$ cat config.mk
export PLATFORM = sky130hd
export DESIGN_NAME = overtemp_threshold_compare
export DESIGN_NICKNAME = d
export VERILOG_FILES = /design/src/verilog/overtemp_pkg.sv /design/src/verilog/flag_debounce.sv /design/src/verilog/overtemp_threshold_compare.sv
export SDC_FILE = /design/constraint.sdc
export NUM_CORES = 1
export LEC_CHECK = 0
export BUFFER_PORTS_ARGS = -buffer_cell sky130_fd_sc_hd__buf_2
export CORE_ASPECT_RATIO = 2
export CORE_MARGIN = 5
export CORE_UTILIZATION = 41
export DETAILED_ROUTE_END_ITERATION = 6
export PLACE_DENSITY = 0.77
export SLEW_MARGIN = 20
export SYNTH_ARGS = -nofsm -noshare
export SYNTH_HDL_FRONTEND = slang
export SYNTH_SLANG_ARGS = --single-unit
$ cat constraint.sdc
create_clock -name i_clk_sys -period 3.3 [get_ports i_clk_sys]
set_clock_uncertainty 0.1 [all_clocks]
set_input_delay 0.495 -clock i_clk_sys [delete_from_list [all_inputs] [get_ports i_clk_sys]]
set_output_delay 0.495 -clock i_clk_sys [all_outputs]
set_load 0.02 [all_outputs]
$ cat src/verilog/overtemp_pkg.sv
// constants, register map and decode for the overtemperature threshold block
package overtemp_pkg;

  // ***************************************************************
  // clock and timing
  // ***************************************************************
  localparam int CLK_HZ          = 25_000_000;
  localparam int DEBOUNCE_MS     = 100;
  localparam int DEBOUNCE_CYCLES = CLK_HZ / 1000 * DEBOUNCE_MS;

  // ***************************************************************
  // bus geometry
  // ***************************************************************
  localparam int ADDR_W = 18;
  localparam int DATA_W = 32;
  localparam int BE_W   = 4;

  // ***************************************************************
  // register indices, byte address is four times the index
  // ***************************************************************
  localparam logic [15:0] IDX_TRIM_TWO  = 16'hfe74;
  localparam logic [15:0] IDX_THR_ONE   = 16'hfe75;
  localparam logic [15:0] IDX_VALUE_ONE = 16'hfed7;
  localparam logic [15:0] IDX_STATUS    = 16'hfef0;

  // ***************************************************************
  // field layout and reset values
  // ***************************************************************
  localparam int         REG_W         = 8;
  localparam int         TRIM_SIGN_BIT = 7;
  localparam int         TRIM_MAG_W    = 7;
  localparam int         THR_W         = 8;
  localparam int         CMP_W         = 9;
  localparam int         STAT_FLAG_BIT = 0;
  localparam int         STAT_RAW_BIT  = 1;
  localparam logic [7:0] TRIM_RESET    = 8'h00;
  localparam logic [7:0] THR_RESET     = 8'h00;

  // ***************************************************************
  // threshold scale, informational for software
  // ***************************************************************
  localparam int THR_STEP_UV    = 3125;
  localparam int THR_FULL_MV    = 800;
  localparam int THR_CODES      = 256;
  localparam int THR_MIN_CODE   = 2;
  localparam int THR_MAX_CODE   = 244;

  typedef enum {SEL_NONE, SEL_TRIM, SEL_THR, SEL_VALUE, SEL_STATUS} sel_t;

  function automatic sel_t decode_addr(input logic [ADDR_W-1:0] addr);
    sel_t s;
    s = SEL_NONE;
    if (addr == {IDX_TRIM_TWO, 2'b00}) begin
      s = SEL_TRIM;
    end else if (addr == {IDX_THR_ONE, 2'b00}) begin
      s = SEL_THR;
    end else if (addr == {IDX_VALUE_ONE, 2'b00}) begin
      s = SEL_VALUE;
    end else if (addr == {IDX_STATUS, 2'b00}) begin
      s = SEL_STATUS;
    end
    return s;
  endfunction : decode_addr

endpackage : overtemp_pkg

$ cat src/verilog/flag_debounce.sv
// qualification filter that lets a flag change only after a persistent condition
module flag_debounce #(
  parameter int CYCLES = 2_500_000
) (
  // clock and reset
  input  wire logic i_clk_sys,
  input  wire logic i_rst,
  // condition in, qualified flag out
  input  wire logic i_raw,
  output logic      o_flag
);

  localparam int CNT_W = $clog2(CYCLES + 1);
  localparam logic [CNT_W-1:0] CNT_LAST = CNT_W'(CYCLES - 1);

  logic [CNT_W-1:0] cnt_ff;
  logic [CNT_W-1:0] nxt_cnt;
  logic             flag_ff;
  logic             nxt_flag;

  // ***************************************************************
  // timer
  // ***************************************************************
  always_comb begin
    nxt_cnt  = cnt_ff;
    nxt_flag = flag_ff;
    if (i_raw == flag_ff) begin
      nxt_cnt = '0;
    end else if (cnt_ff == CNT_LAST) begin
      nxt_flag = i_raw;
      nxt_cnt  = '0;
    end else begin
      nxt_cnt = cnt_ff + CNT_W'(1);
    end
  end

  always_ff @(posedge i_clk_sys) begin
    if (i_rst) begin
      cnt_ff  <= '0;
      flag_ff <= 1'b0;
    end else begin
      cnt_ff  <= nxt_cnt;
      flag_ff <= nxt_flag;
    end
  end

  assign o_flag = flag_ff;

  // ***************************************************************
  // checks
  // ***************************************************************
  a_flag_qualified: assert property (@(posedge i_clk_sys) disable iff (i_rst)
    (flag_ff != $past(flag_ff)) |-> ($past(cnt_ff) == CNT_LAST && $past(i_raw) != $past(flag_ff)))
    else $error("flag changed before the qualification time ran out");

  a_timer_restart: assert property (@(posedge i_clk_sys) disable iff (i_rst)
    (i_raw == flag_ff) |=> (cnt_ff == '0))
    else $error("timer did not restart when the condition went away");

  a_timer_advance: assert property (@(posedge i_clk_sys) disable iff (i_rst)
    (i_raw != flag_ff && cnt_ff != CNT_LAST) |=> (cnt_ff == $past(cnt_ff) + CNT_W'(1) && flag_ff == $past(flag_ff)))
    else $error("timer did not advance while the condition held");

endmodule : flag_debounce

$ cat src/verilog/overtemp_threshold_compare.sv
// sense trim registers and debounced overtemperature threshold comparison
//
// What this block does
// - trim bit 7 chooses sign: one negative gain correction, zero positive
// - trim bits 6 to 0 hold the gain correction magnitude for sense two
// - threshold is widened to nine bits with a zero on top
// - widened threshold meets the nine top bits of the sense one reading
// - raw overtemperature condition is threshold strictly above the reading
// - the overtemperature flag changes only after 100 ms of qualification
// - one threshold code is 3.125 mV, 256 codes span 0 to 800 mV
module overtemp_threshold_compare #(
  parameter int VALUE_W         = 12,
  parameter int DEBOUNCE_CYCLES = overtemp_pkg::DEBOUNCE_CYCLES
) (
  // clock and reset
  input  wire logic                             i_clk_sys,
  input  wire logic                             i_rst,
  // avalon-mm slave
  input  wire logic [overtemp_pkg::ADDR_W-1:0]  i_avs_address,
  input  wire logic                             i_avs_read,
  input  wire logic                             i_avs_write,
  input  wire logic [overtemp_pkg::BE_W-1:0]    i_avs_byteenable,
  input  wire logic [overtemp_pkg::DATA_W-1:0]  i_avs_writedata,
  output logic      [overtemp_pkg::DATA_W-1:0]  o_avs_readdata,
  output logic                                  o_avs_waitrequest,
  // sense converter reading, channel one
  input  wire logic [VALUE_W-1:0]               i_sense_one_value,
  // trim for sense channel two
  output logic                                  o_trim_two_negative,
  output logic      [overtemp_pkg::TRIM_MAG_W-1:0] o_trim_two_magnitude,
  // protection
  output logic                                  o_overtemp_one_flag
);

  import overtemp_pkg::*;

  // ***************************************************************
  // state
  // ***************************************************************
  logic [REG_W-1:0]  trim_ff;
  logic [REG_W-1:0]  nxt_trim;
  logic [THR_W-1:0]  thr_ff;
  logic [THR_W-1:0]  nxt_thr;
  logic              wait_ff;
  logic              nxt_wait;
  logic [DATA_W-1:0] rdata_ff;
  logic [DATA_W-1:0] nxt_rdata;
  logic              cmp_ff;
  logic              nxt_cmp;
  logic              flag_q;
  sel_t              sel;
  logic              accept;
  logic [CMP_W-1:0]  thr_wide;
  logic [CMP_W-1:0]  value_top;

  // ***************************************************************
  // bus slave
  // ***************************************************************
  // every access takes one wait cycle: the answer is registered, so
  // read data and the write strobe never ride on a combinational path
  always_comb begin
    sel       = decode_addr(i_avs_address);
    accept    = (i_avs_read || i_avs_write) && !wait_ff;
    nxt_wait  = 1'b1;
    nxt_rdata = rdata_ff;
    nxt_trim  = trim_ff;
    nxt_thr   = thr_ff;
    if ((i_avs_read || i_avs_write) && wait_ff) begin
      nxt_wait  = 1'b0;
      nxt_rdata = '0;
      if (i_avs_read) begin
        case (sel)
          SEL_TRIM:   nxt_rdata = DATA_W'(trim_ff);
          SEL_THR:    nxt_rdata = DATA_W'(thr_ff);
          SEL_VALUE:  nxt_rdata = DATA_W'(i_sense_one_value);
          SEL_STATUS: begin
            nxt_rdata[STAT_FLAG_BIT] = flag_q;
            nxt_rdata[STAT_RAW_BIT]  = cmp_ff;
          end
          default:    nxt_rdata = '0;
        endcase
      end
    end
    // only the low byte lane carries writable register bits
    if (accept && i_avs_write && i_avs_byteenable[0]) begin
      case (sel)
        SEL_TRIM: nxt_trim = i_avs_writedata[REG_W-1:0];
        // codes are taken as written; keeping to 2..244 is software's job
        SEL_THR:  nxt_thr  = i_avs_writedata[THR_W-1:0];
        default:  nxt_trim = trim_ff;
      endcase
    end
  end

  always_ff @(posedge i_clk_sys) begin
    if (i_rst) begin
      wait_ff  <= 1'b1;
      rdata_ff <= '0;
      trim_ff  <= TRIM_RESET;
      thr_ff   <= THR_RESET;
    end else begin
      wait_ff  <= nxt_wait;
      rdata_ff <= nxt_rdata;
      trim_ff  <= nxt_trim;
      thr_ff   <= nxt_thr;
    end
  end

  assign o_avs_waitrequest    = wait_ff;
  assign o_avs_readdata       = rdata_ff;
  assign o_trim_two_negative  = trim_ff[TRIM_SIGN_BIT];
  assign o_trim_two_magnitude = trim_ff[TRIM_MAG_W-1:0];

  // ***************************************************************
  // threshold comparison
  // ***************************************************************
  always_comb begin
    thr_wide  = {1'b0, thr_ff};
    value_top = i_sense_one_value[VALUE_W-1 -: CMP_W];
    nxt_cmp   = thr_wide > value_top;
  end

  always_ff @(posedge i_clk_sys) begin
    if (i_rst) begin
      cmp_ff <= 1'b0;
    end else begin
      cmp_ff <= nxt_cmp;
    end
  end

  // ***************************************************************
  // qualification
  // ***************************************************************
  flag_debounce #(
    .CYCLES    (DEBOUNCE_CYCLES)
  ) u_debounce (
    .i_clk_sys (i_clk_sys),
    .i_rst     (i_rst),
    .i_raw     (cmp_ff),
    .o_flag    (flag_q)
  );

  assign o_overtemp_one_flag = flag_q;

  // ***************************************************************
  // checks
  // ***************************************************************
  a_trim_sign_write: assert property (@(posedge i_clk_sys) disable iff (i_rst)
    (accept && i_avs_write && i_avs_byteenable[0] && sel == SEL_TRIM)
      |=> (o_trim_two_negative == $past(i_avs_writedata[TRIM_SIGN_BIT])))
    else $error("trim sign did not follow the written bit 7");

  a_trim_mag_write: assert property (@(posedge i_clk_sys) disable iff (i_rst)
    (accept && i_avs_write && i_avs_byteenable[0] && sel == SEL_TRIM)
      |=> (o_trim_two_magnitude == $past(i_avs_writedata[TRIM_MAG_W-1:0])))
    else $error("trim magnitude did not follow the written bits");

  a_thr_compare: assert property (@(posedge i_clk_sys) disable iff (i_rst)
    !$past(i_rst) |-> (cmp_ff == ({1'b0, $past(thr_ff)} > $past(i_sense_one_value[VALUE_W-1 -: CMP_W]))))
    else $error("comparison result does not match zero-extended threshold test");

  a_value_readback: assert property (@(posedge i_clk_sys) disable iff (i_rst)
    (i_avs_read && !wait_ff && sel == SEL_VALUE) |-> (o_avs_readdata == DATA_W'($past(i_sense_one_value))))
    else $error("reading register returned the wrong value");

  a_flag_needs_cond: assert property (@(posedge i_clk_sys) disable iff (i_rst)
    $rose(o_overtemp_one_flag) |-> $past(cmp_ff))
    else $error("flag set without the threshold above the reading");

  a_wait_one_cycle: assert property (@(posedge i_clk_sys) disable iff (i_rst)
    (i_avs_read || i_avs_write) && wait_ff |=> !o_avs_waitrequest ##1 o_avs_waitrequest)
    else $error("waitrequest did not drop for exactly one cycle");

  a_unmapped_zero: assert property (@(posedge i_clk_sys) disable iff (i_rst)
    (i_avs_read && !wait_ff && sel == SEL_NONE) |-> (o_avs_readdata == '0))
    else $error("unmapped read returned nonzero data");

  a_thr_write: assert property (@(posedge i_clk_sys) disable iff (i_rst)
    (accept && i_avs_write && i_avs_byteenable[0] && sel == SEL_THR) |=> (thr_ff == $past(i_avs_writedata[THR_W-1:0])))
    else $error("threshold register did not take the written code");

  // readback of the stored bytes, taken as they stood when the read was first seen
  a_trim_readback: assert property (@(posedge i_clk_sys) disable iff (i_rst)
    (i_avs_read && !wait_ff && sel == SEL_TRIM) |-> (o_avs_readdata == DATA_W'($past(trim_ff))))
    else $error("trim readback differs from the stored trim");

  a_thr_readback: assert property (@(posedge i_clk_sys) disable iff (i_rst)
    (i_avs_read && !wait_ff && sel == SEL_THR) |-> (o_avs_readdata == DATA_W'($past(thr_ff))))
    else $error("threshold readback differs from the stored code");

  a_status_readback: assert property (@(posedge i_clk_sys) disable iff (i_rst)
    (i_avs_read && !wait_ff && sel == SEL_STATUS)
      |-> (o_avs_readdata == DATA_W'({$past(cmp_ff), $past(flag_q)})))
    else $error("status readback differs from flag and raw result");

  // a register may only move on an accepted low-lane write to it
  a_trim_holds: assert property (@(posedge i_clk_sys) disable iff (i_rst)
    !(accept && i_avs_write && i_avs_byteenable[0] && sel == SEL_TRIM) |=> $stable(trim_ff))
    else $error("trim changed without a write to it");

  a_thr_holds: assert property (@(posedge i_clk_sys) disable iff (i_rst)
    !(accept && i_avs_write && i_avs_byteenable[0] && sel == SEL_THR) |=> $stable(thr_ff))
    else $error("threshold changed without a write to it");

  a_wait_idle_high: assert property (@(posedge i_clk_sys) disable iff (i_rst)
    !(i_avs_read || i_avs_write) |=> o_avs_waitrequest)
    else $error("waitrequest low without a request");

  a_rdata_stands: assert property (@(posedge i_clk_sys) disable iff (i_rst)
    !((i_avs_read || i_avs_write) && wait_ff) |=> $stable(o_avs_readdata))
    else $error("read data changed outside an access");

  a_cmp_clear: assert property (@(posedge i_clk_sys) disable iff (i_rst)
    ({1'b0, thr_ff} <= i_sense_one_value[VALUE_W-1 -: CMP_W]) |=> !cmp_ff)
    else $error("raw condition set with the threshold not above the reading");

endmodule : overtemp_threshold_compare
# ---- Word level (Yosys, flattened, before mapping)
# Cells that the tools add are included.
dict set report totals {
  ff_bits 73
  latchBits 0
  ramBits 0
  rom_bits 0
  in_bits 70
  output_inout_bits 42
  wordCells 38
  mem_count 0
}
dict set report op_classes {
  addsub 1
  n_mul 0
  n_div 0
  magnitude_cmp 1
  eq_ne 10
  n_shift 0
  n_mux 8
  bitwise_logic 1
  reduce_logical 10
}
# op count
set op_table {}
lappend op_table {{$eq A18 B18 Y1 const B} 4}
lappend op_table {{$eq A32 B2 Y1 const B} 2}
lappend op_table {{$eq A32 B1 Y1 const B} 1}
lappend op_table {{$eq A32 B3 Y1 const B} 1}
lappend op_table {{$pmux W10 S3} 1}
lappend op_table {{$add A22 B1 Y22 const B} 1}
lappend op_table {{$eq A22 B22 Y1 const B} 1}
lappend op_table {{$mux W12} 1}
lappend op_table {{$mux W3} 4}
lappend op_table {{$gt A8 B9 Y1} 1}
lappend op_table {{$pmux W2 S4} 1}
lappend op_table {{$reduce_and A2 Y1} 3}
lappend op_table {{$logic_and A1 B1 Y1} 4}
lappend op_table {{$reduce_or A3 Y1} 1}
lappend op_table {{$eq A1 B1 Y1} 1}
lappend op_table {{$logic_not A1 Y1} 1}
lappend op_table {{$logic_or A1 B1 Y1} 1}
lappend op_table {{$mux W1} 1}
lappend op_table {{$not A1 Y1} 1}

# ---- Logic depth before layout (Yosys ltp)
# Gate-level depths: netlist of the first run.
dict set report logic_depth {
  word_depth 8
  mapped_depth 7
  depth_no_buf 7
}

# ---- By module
# From an unflattened synthesis of the first run, not the netlist that was laid out.
dict set report hier_totals {
  hier_cells 355
  hier_area_um2 3004.1
}
# module n_inst cells_per_inst area_per_inst_um2 seq_area_each_um2
set by_module_without_submodules {}
lappend by_module_without_submodules {overtemp_threshold_compare 1 228 1933.1 600.6}
lappend by_module_without_submodules {flag_debounce 1 127 1071.0 460.4}

# ---- Worst setup path before layout of the first run
# OpenSTA, ideal clock, no wires.
dict set report synth_path {
  path_kind {input to register}
  startpoint {input i_avs_address[9] (netlist bit)}
  endpoint {register thr_ff[1]}
  setup_ps 124
  arrival_ps 2211
  required_ps 3076
  path_slack_ps 865
  path_stages 7
  n_path_buf 2
  path_cell_list {buf_6 nor3b_4 or4b_1 buf_6 nor4_4 mux2i_1 nor2_1}
}
dict set report synth_via {
  elab_chain_cells 7
  elab_cells_between_ends 10
  cone_classes {eq/ne: 5; mux: 4; reduce/logical: 1}
}
# item line
set synth_lines {}
lappend synth_lines {{from (decl)} overtemp_threshold_compare.sv:19} ;# input wire logic [overtemp_pkg::ADDR_W-1:0] i_avs_address,
lappend synth_lines {{$eq A18 B18 Y1} overtemp_pkg.sv:59} ;# end else if (addr == {IDX_STATUS, 2'b00}) begin
lappend synth_lines {{$mux W3} overtemp_pkg.sv:59}
lappend synth_lines {{$mux W3} overtemp_pkg.sv:57} ;# end else if (addr == {IDX_VALUE_ONE, 2'b00}) begin
lappend synth_lines {{$mux W3} overtemp_pkg.sv:55} ;# end else if (addr == {IDX_THR_ONE, 2'b00}) begin
lappend synth_lines {{$mux W3 *} overtemp_pkg.sv:53} ;# if (addr == {IDX_TRIM_TWO, 2'b00}) begin
lappend synth_lines {{$eq A32 B2 Y1 *} overtemp_threshold_compare.sv:86} ;# case (sel)
lappend synth_lines {{$reduce_and A2 Y1 (no source line) *} n/a}
lappend synth_lines {{to (signal assigned)} overtemp_threshold_compare.sv:105} ;# thr_ff <= nxt_thr;
lappend synth_lines {{to (decl)} overtemp_threshold_compare.sv:42} ;# logic [THR_W-1:0] thr_ff;
# Mark *: on every way between the ends. The rest lies on a longest branch, timed or not.
# A chain may end at the register's enable or synchronous reset.

# ---- Worst setup path after layout of the first run
dict set report layout_path {
  startpoint {input i_avs_address[9] (netlist bit)}
  endpoint {register trim_ff[0]}
}
dict set report layout_via {
  elab_chain_cells 7
  elab_cells_between_ends 10
  cone_classes {eq/ne: 5; mux: 4; reduce/logical: 1}
}
# item line
set layout_lines {}
lappend layout_lines {{$eq A18 B18 Y1} overtemp_pkg.sv:59}
lappend layout_lines {{$mux W3} overtemp_pkg.sv:59}
lappend layout_lines {{$mux W3} overtemp_pkg.sv:57}
lappend layout_lines {{$mux W3} overtemp_pkg.sv:55}
lappend layout_lines {{$mux W3 *} overtemp_pkg.sv:53}
lappend layout_lines {{$eq A32 B1 Y1 *} overtemp_threshold_compare.sv:86}
lappend layout_lines {{$reduce_and A2 Y1 (no source line) *} n/a}
lappend layout_lines {{to (signal assigned)} overtemp_threshold_compare.sv:104} ;# trim_ff <= nxt_trim;
lappend layout_lines {{to (decl)} overtemp_threshold_compare.sv:40} ;# logic [REG_W-1:0] trim_ff;
# Marks and branches as above.

==> results of run 1 <==
[per-stage QoR]
stage / instance area [um2] / hold slack [ps] / power [W] / util (%) / setup WS (ps)
final: 3290 / 353 / 0.00125 / 49.2 / 890
after global routing: 3290 / 361 / 0.00129 / 49.2 / 736
after global placement: 3140 / 340 / 0.000752 / 47.1 / 589
after floorplan: 2890 / 330 / 0.000730 / - / 865
after detailed placement: 3140 / 363 / 0.000754 / 47.1 / 557
after CTS: 3280 / 350 / 0.00126 / 49.2 / 859
[sequential cells by signal, summed over array words and instances, names as in the netlist]
register / flops
u_debounce.cnt_ff: 22
cmp_ff: 1
trim_ff: 8
thr_ff: 8
u_debounce.o_flag: 1
o_avs_waitrequest: 1
o_avs_readdata: 12
[logic make-up after synthesis]
logic type / share of synthesized area [%]
AND/OR/NAND/NOR: 25.1
other: 0.133
buffers and inverters: 8.78
adder cells (fa/ha/maj): 3.99
multiplexers: 6.03
XOR/XNOR: 6.83
AO/OA/AOI/OAI: 11.6
flip-flops: 37.6
[metal layers]
layer  vias up  part of all wire, %  track usage (%)  wire [um]
met5         -                    0                0          0
met3        15                  5.7             4.39        400
met4         0                  3.1             9.96        220
met2        77                   57             30.1       4000
met1      1155                   34             16.6       2410
li1       1197                    -                -          -
[final timing paths]
check                                        endpoint  slack, ps  cells after the start
worst max register to register  u_debounce.cnt_ff[19]       1120                      6
worst min register to register   u_debounce.cnt_ff[0]        370                      1
worst max-delay path                       trim_ff[0]        890                      6
worst min-delay path                       trim_ff[5]        350                      3
[worst max-delay path: stages]
cell and delay (ps):
buf_2 160, nor3b_4 230, or4b_1 680, nor3_4 580, mux2i_1 260, nor2_1 60
[report_power, final]
| group | switching [W] | internal [W] |
|---|---|---|
| Sequential | 0.000000894 | 0.000640 |
| Clock | 0.000227 | 0.000278 |
| Combinational | 0.0000646 | 0.0000343 |
[layout make-up]
cell class                      count  area [um2]
Timing Repair Buffer               68         350
Sequential cell                    53        1060
Inverter                           10        37.5
Multi-Input combinational cell    236        1590
Clock inverter                      2        13.8
Clock buffer                        5         125
Antenna cell                        1        2.50
Tap cell                           88         110
Fill cell                         667        3390
[layout by cell type, fill, tap and decap left out, types with 2 or more instances in the layout]
cell type and n:
buf_2 64, dfxtp_1 53, nor2_1 47, conb_1 20
nand3_1 17, mux2i_1 17, xor2_1 16, nand2_1 12
inv_1 10, a22oi_1 10, nand4_1 9, ha_1 9
a211oi_1 8, o211a_1 6, xnor2_1 6, nand3b_1 6
clkbuf_16 5, nor3_1 4, a21oi_1 4, buf_4 4
and3_1 3, nor4_1 3, and4_1 3, o21a_1 3
nor4b_1 2, or2_2 2, nand4b_1 2, o211ai_1 2
nor2b_1 2, o2bb2ai_1 2, a22o_1 2
==> flow_metrics.env, run 1 <==
export IMPL_place_inst=455
export IMPL_die_w_um=68.7
export IMPL_final_max_slew_viol_count=0
export IMPL_required_ps=3360
export IMPL_p_per_area_nw_per_um2=379
export IMPL_cts_htree_levels=2
export IMPL_grt_antenna_before_repair=1
export IMPL_end_kind="flip-flop"
export IMPL_grt_pass1_vias=2460
export IMPL_clock_sinks=53
export IMPL_avgRoutedWirePerCell_um=15.2
export IMPL_synth_top_area_cell="dfxtp_1"
export IMPL_peakVddDrop_mv=0.409
export IMPL_drive_gt1_share_pct=22.7
export IMPL_hold_path_class="in2reg"
export IMPL_max_freq_ghz=0.415
export IMPL_startpoint="i_avs_address[9]"
export IMPL_clockBufferDepth=2
export IMPL_cts_root_buffer="clkbuf_16"
export IMPL_synth_edff_count=0
export IMPL_relSlewSlack_pct=48.7
export IMPL_gp_congestion=0.806
export IMPL_synth_area_leaders="dfxtp_1, nor2_1, mux2i_1"
export IMPL_syn_to_final_growth_pct=16.4
export IMPL_crit_fanout=9
export IMPL_grt_max_degree=33
export IMPL_dieArea_um2=8740
export IMPL_postCtsHoldBufs=0
export IMPL_path_clk_slew_ps=60
export IMPL_ant_nets=0
export IMPL_ys_seq_area_share_pct=37.6
export IMPL_r2r_start="u_debounce.cnt_ff[0]"
export IMPL_status="completed"
export IMPL_start_util_pct=42.3
export IMPL_finalSetupTns_ps=0
export IMPL_ios=112
export IMPL_yosysMostFrequentCell="dfxtp_1"
export IMPL_leakagePower_nw=1.29
export IMPL_cts_setup_buffers=0
export IMPL_finalHoldViolations=0
export IMPL_synth_common_cells="dfxtp_1, nor2_1, buf_4"
export IMPL_drtIter0Drc=101
export IMPL_rsz0062_at_grt="false"
export IMPL_final_cells=463
export IMPL_cts_tree="done"
export IMPL_die_h_um=127
export IMPL_setup_viol=0
export IMPL_drc_errors=0
export IMPL_post_route_min_period_ps=2410
export IMPL_holdCritStartpoint="i_avs_writedata[5]"
export IMPL_startpoint_type="input pin"
export IMPL_rows=42
export IMPL_syn_inst=310
export IMPL_path_class="in2reg"
export IMPL_dr_pass1_iters=4
export IMPL_critPathArrivalTime_ps=2470
export IMPL_cts_resized=0
export IMPL_avgSynthCellArea_um2=9.11
export IMPL_ys_seq_elements=53
export IMPL_nets=453
export IMPL_yosysUniqueCellTypes=52
export IMPL_grt_pass1_wl_mm=11.2
export IMPL_dp_hpwl_mm=5.61
export IMPL_synth_top_flop_cell="dfxtp_1"
export IMPL_via_per_inst=5.28
export IMPL_dr_total_vias=2444
export IMPL_grt_overflow=0
export IMPL_yosys_warnings=0
export IMPL_wirelength_mm=7.03
export IMPL_synth_top_area_share_pct=37.6
export IMPL_fin_crit_sh_pct=73.0
export IMPL_core_um2=6670
export IMPL_portBuffers=64
export IMPL_cts_made_buffers=5
export IMPL_syn_area_um2=2820
export IMPL_worst_slew_pin_slew_ps=764
export IMPL_async_flop_share_pct=0
export IMPL_cap_viol_max_count=0
export IMPL_globalRouteTotalUtil_pct=16.9
export IMPL_insertion_delay_ps=290
(Power assumes the default switching activity.)
==> run 2, diff against run 1 <==
Clock period 3.3 ns to 2.4 ns, I/O delays scaled along.
==> flow_metrics.env, run 2 (synthesis gave the netlist of run 1 again) <==
export IMPL_cts_made_buffers=5
export IMPL_cts_htree_levels=2
export IMPL_grt_max_degree=33
export IMPL_grt_overflow=0
export IMPL_setup_viol=0
export IMPL_hold_path_class="in2reg"
export IMPL_nets=462
export IMPL_fin_hold_ws_ps=215
export IMPL_max_freq_ghz=0.465
export IMPL_cts_resized=0
export IMPL_worst_path_buf_inv=0
export IMPL_layout_common_cells="buf_2, dfxtp_1, nor2_1"
export IMPL_top_register="u_debounce.cnt_ff"
export IMPL_power_share_clock_pct=47.3
export IMPL_drtIter0Drc=108
export IMPL_cts_tree="done"
export IMPL_power_switching_w=0.000412
export IMPL_cp_cell_sequence="ha_1 -> and3_1 -> nand4_1 -> nor4b_1 -> or2_2 -> nor2_1"
export IMPL_clock_sinks=53
export IMPL_start_util_pct=42.3
export IMPL_via_per_inst=5.21
export IMPL_leakagePower_nw=1.36
export IMPL_status="completed"
export IMPL_clockBufferDepth=2
export IMPL_antenna_cells=0
export IMPL_finalSetupTns_ps=0
export IMPL_startpoint="u_debounce.cnt_ff[0]"
export IMPL_crit_slowest_cell="or2_2"
export IMPL_required_ps=2470
export IMPL_crit_fanout=21
export IMPL_ios=112
export IMPL_die_w_um=68.7
export IMPL_end_kind="flip-flop"
export IMPL_fin_crit_sh_pct=89.7
export IMPL_wirelength_mm=7.37
export IMPL_p_sw_share_pct=21.3
export IMPL_insertion_delay_ps=290
export IMPL_drc_errors=0
export IMPL_worst_slew_pin_slew_ps=588
export IMPL_placed_cell_area_um2=3220
export IMPL_globalRouteTotalUtil_pct=17.3
export IMPL_avgRoutedWirePerCell_um=15.6
export IMPL_gp_congestion=0.801
export IMPL_grt_antenna_before_repair=0
export IMPL_cap_viol_max_count=0
export IMPL_peakVddDrop_mv=0.408
export IMPL_final_max_slew_viol_count=0
export IMPL_relSlewSlack_pct=60.8
export IMPL_core_um2=6670
export IMPL_layout_commonest_cell="buf_2"
export IMPL_crit_family="simple AND/OR/NAND/NOR gates"
export IMPL_post_route_min_period_ps=2150
export IMPL_rows=42
export IMPL_dr_total_vias=2461
export IMPL_rsz0062_at_grt="false"
export IMPL_grt_pass1_wl_mm=11.3
export IMPL_r2r_start="u_debounce.cnt_ff[0]"
export IMPL_critPathArrivalTime_ps=2220
export IMPL_p_comb_share_pct=7.2
export IMPL_syn_to_final_growth_pct=21.0
export IMPL_ant_nets=0
export IMPL_grt_pass1_vias=2440
export IMPL_postCtsHoldBufs=0
export IMPL_path_clk_slew_ps=70
export IMPL_path_class="reg2reg"
export IMPL_dr_pass1_iters=4
export IMPL_n_fill_cell=652
export IMPL_intPower_w=0.00152
export IMPL_critPathMaxStageDelay_ps=450
export IMPL_utilization_pct=51.2
export IMPL_portBuffers=64
export IMPL_finalHoldViolations=0
export IMPL_seqPwrFrac_pct=45.5
export IMPL_largest_reg_flops=22
export IMPL_cts_root_buffer="clkbuf_16"
export IMPL_p_per_area_nw_per_um2=567
export IMPL_die_h_um=127
export IMPL_dp_hpwl_mm=5.74
export IMPL_startpoint_type="flip-flop"
export IMPL_fin_area_um2=3410
export IMPL_holdCritStartpoint="i_avs_writedata[5]"
export IMPL_cts_setup_buffers=0
export IMPL_dieArea_um2=8740
export IMPL_drive_gt1_share_pct=24.7
-- run 2: changes by cell type in the layout (fill, tap and decap cells not counted), sizes merged --
cell and delta:
buf +9, diode -1, inv -1, bufinv +2
-- run 2: layout make-up --
| type | count | area [um2] | share of cell area, % |
|---|---|---|---|
| Tap cell | 88 | 110 | 3.22 |
| Multi-Input combinational cell | 236 | 1590 | 46.4 |
| Sequential cell | 53 | 1060 | 31.1 |
| Timing Repair Buffer | 77 | 430 | 12.6 |
| Inverter | 10 | 37.5 | 1.10 |
| Clock inverter | 3 | 65.1 | 1.91 |
| Clock buffer | 5 | 125 | 3.66 |
-- run 2: power by group through the flow --
stage,sequential [W],clock (W),combinational [W]
after floorplan,0.000903,0,0.000101
after global placement,0.000902,0,0.000135
after detailed placement,0.000902,0,0.000138
after CTS,0.000881,0.000933,0.000138
after global routing,0.000881,0.000967,0.000152
final,0.000882,0.000917,0.000139
-- run 2: worst min-delay path, delay by kind of cell --
kind,cells,cell delay (ps)
buffers and inverters,1,90
muxes,1,60
and+or+nand+nor,1,70
-- run 2: routing by layer --
metal | part of all wire [%] | routed length (um) | up-vias | global-route usage [%]
met1 | 35 | 2610 | 1159 | 17.3
met2 | 55 | 4090 | 68 | 31.0
met3 | 4.5 | 333 | 20 | 3.43
li1 | - | - | 1214 | -
met4 | 4.5 | 332 | 0 | 10.3
met5 | 0 | 0 | - | 0
-- run 2: stage by stage --
| step | instances | total power, W | worst slack (ps) |
|---|---|---|---|
| 2_1_floorplan | 329 | 0.00100 | 100 |
| 3_3_place_gp | 464 | 0.00104 | 42.6 |
| 3_5_place_dp | 464 | 0.00104 | 36.9 |
| 4_1_cts | 472 | 0.00195 | 237 |
| 5_1_grt | 472 | 0.00200 | 19.6 |
| 6_report | 472 | 0.00194 | 248 |
-- run 2: path summary, 6_finish.rpt --
kind | slack, ps | endpoint | depth (start not counted)
hold reg to reg | 370 | o_avs_readdata[1] | 1
hold / removal | 210 | trim_ff[5] | 3
setup reg to reg | 250 | u_debounce.cnt_ff[20] | 6
setup / recovery | 250 | u_debounce.cnt_ff[20] | 6
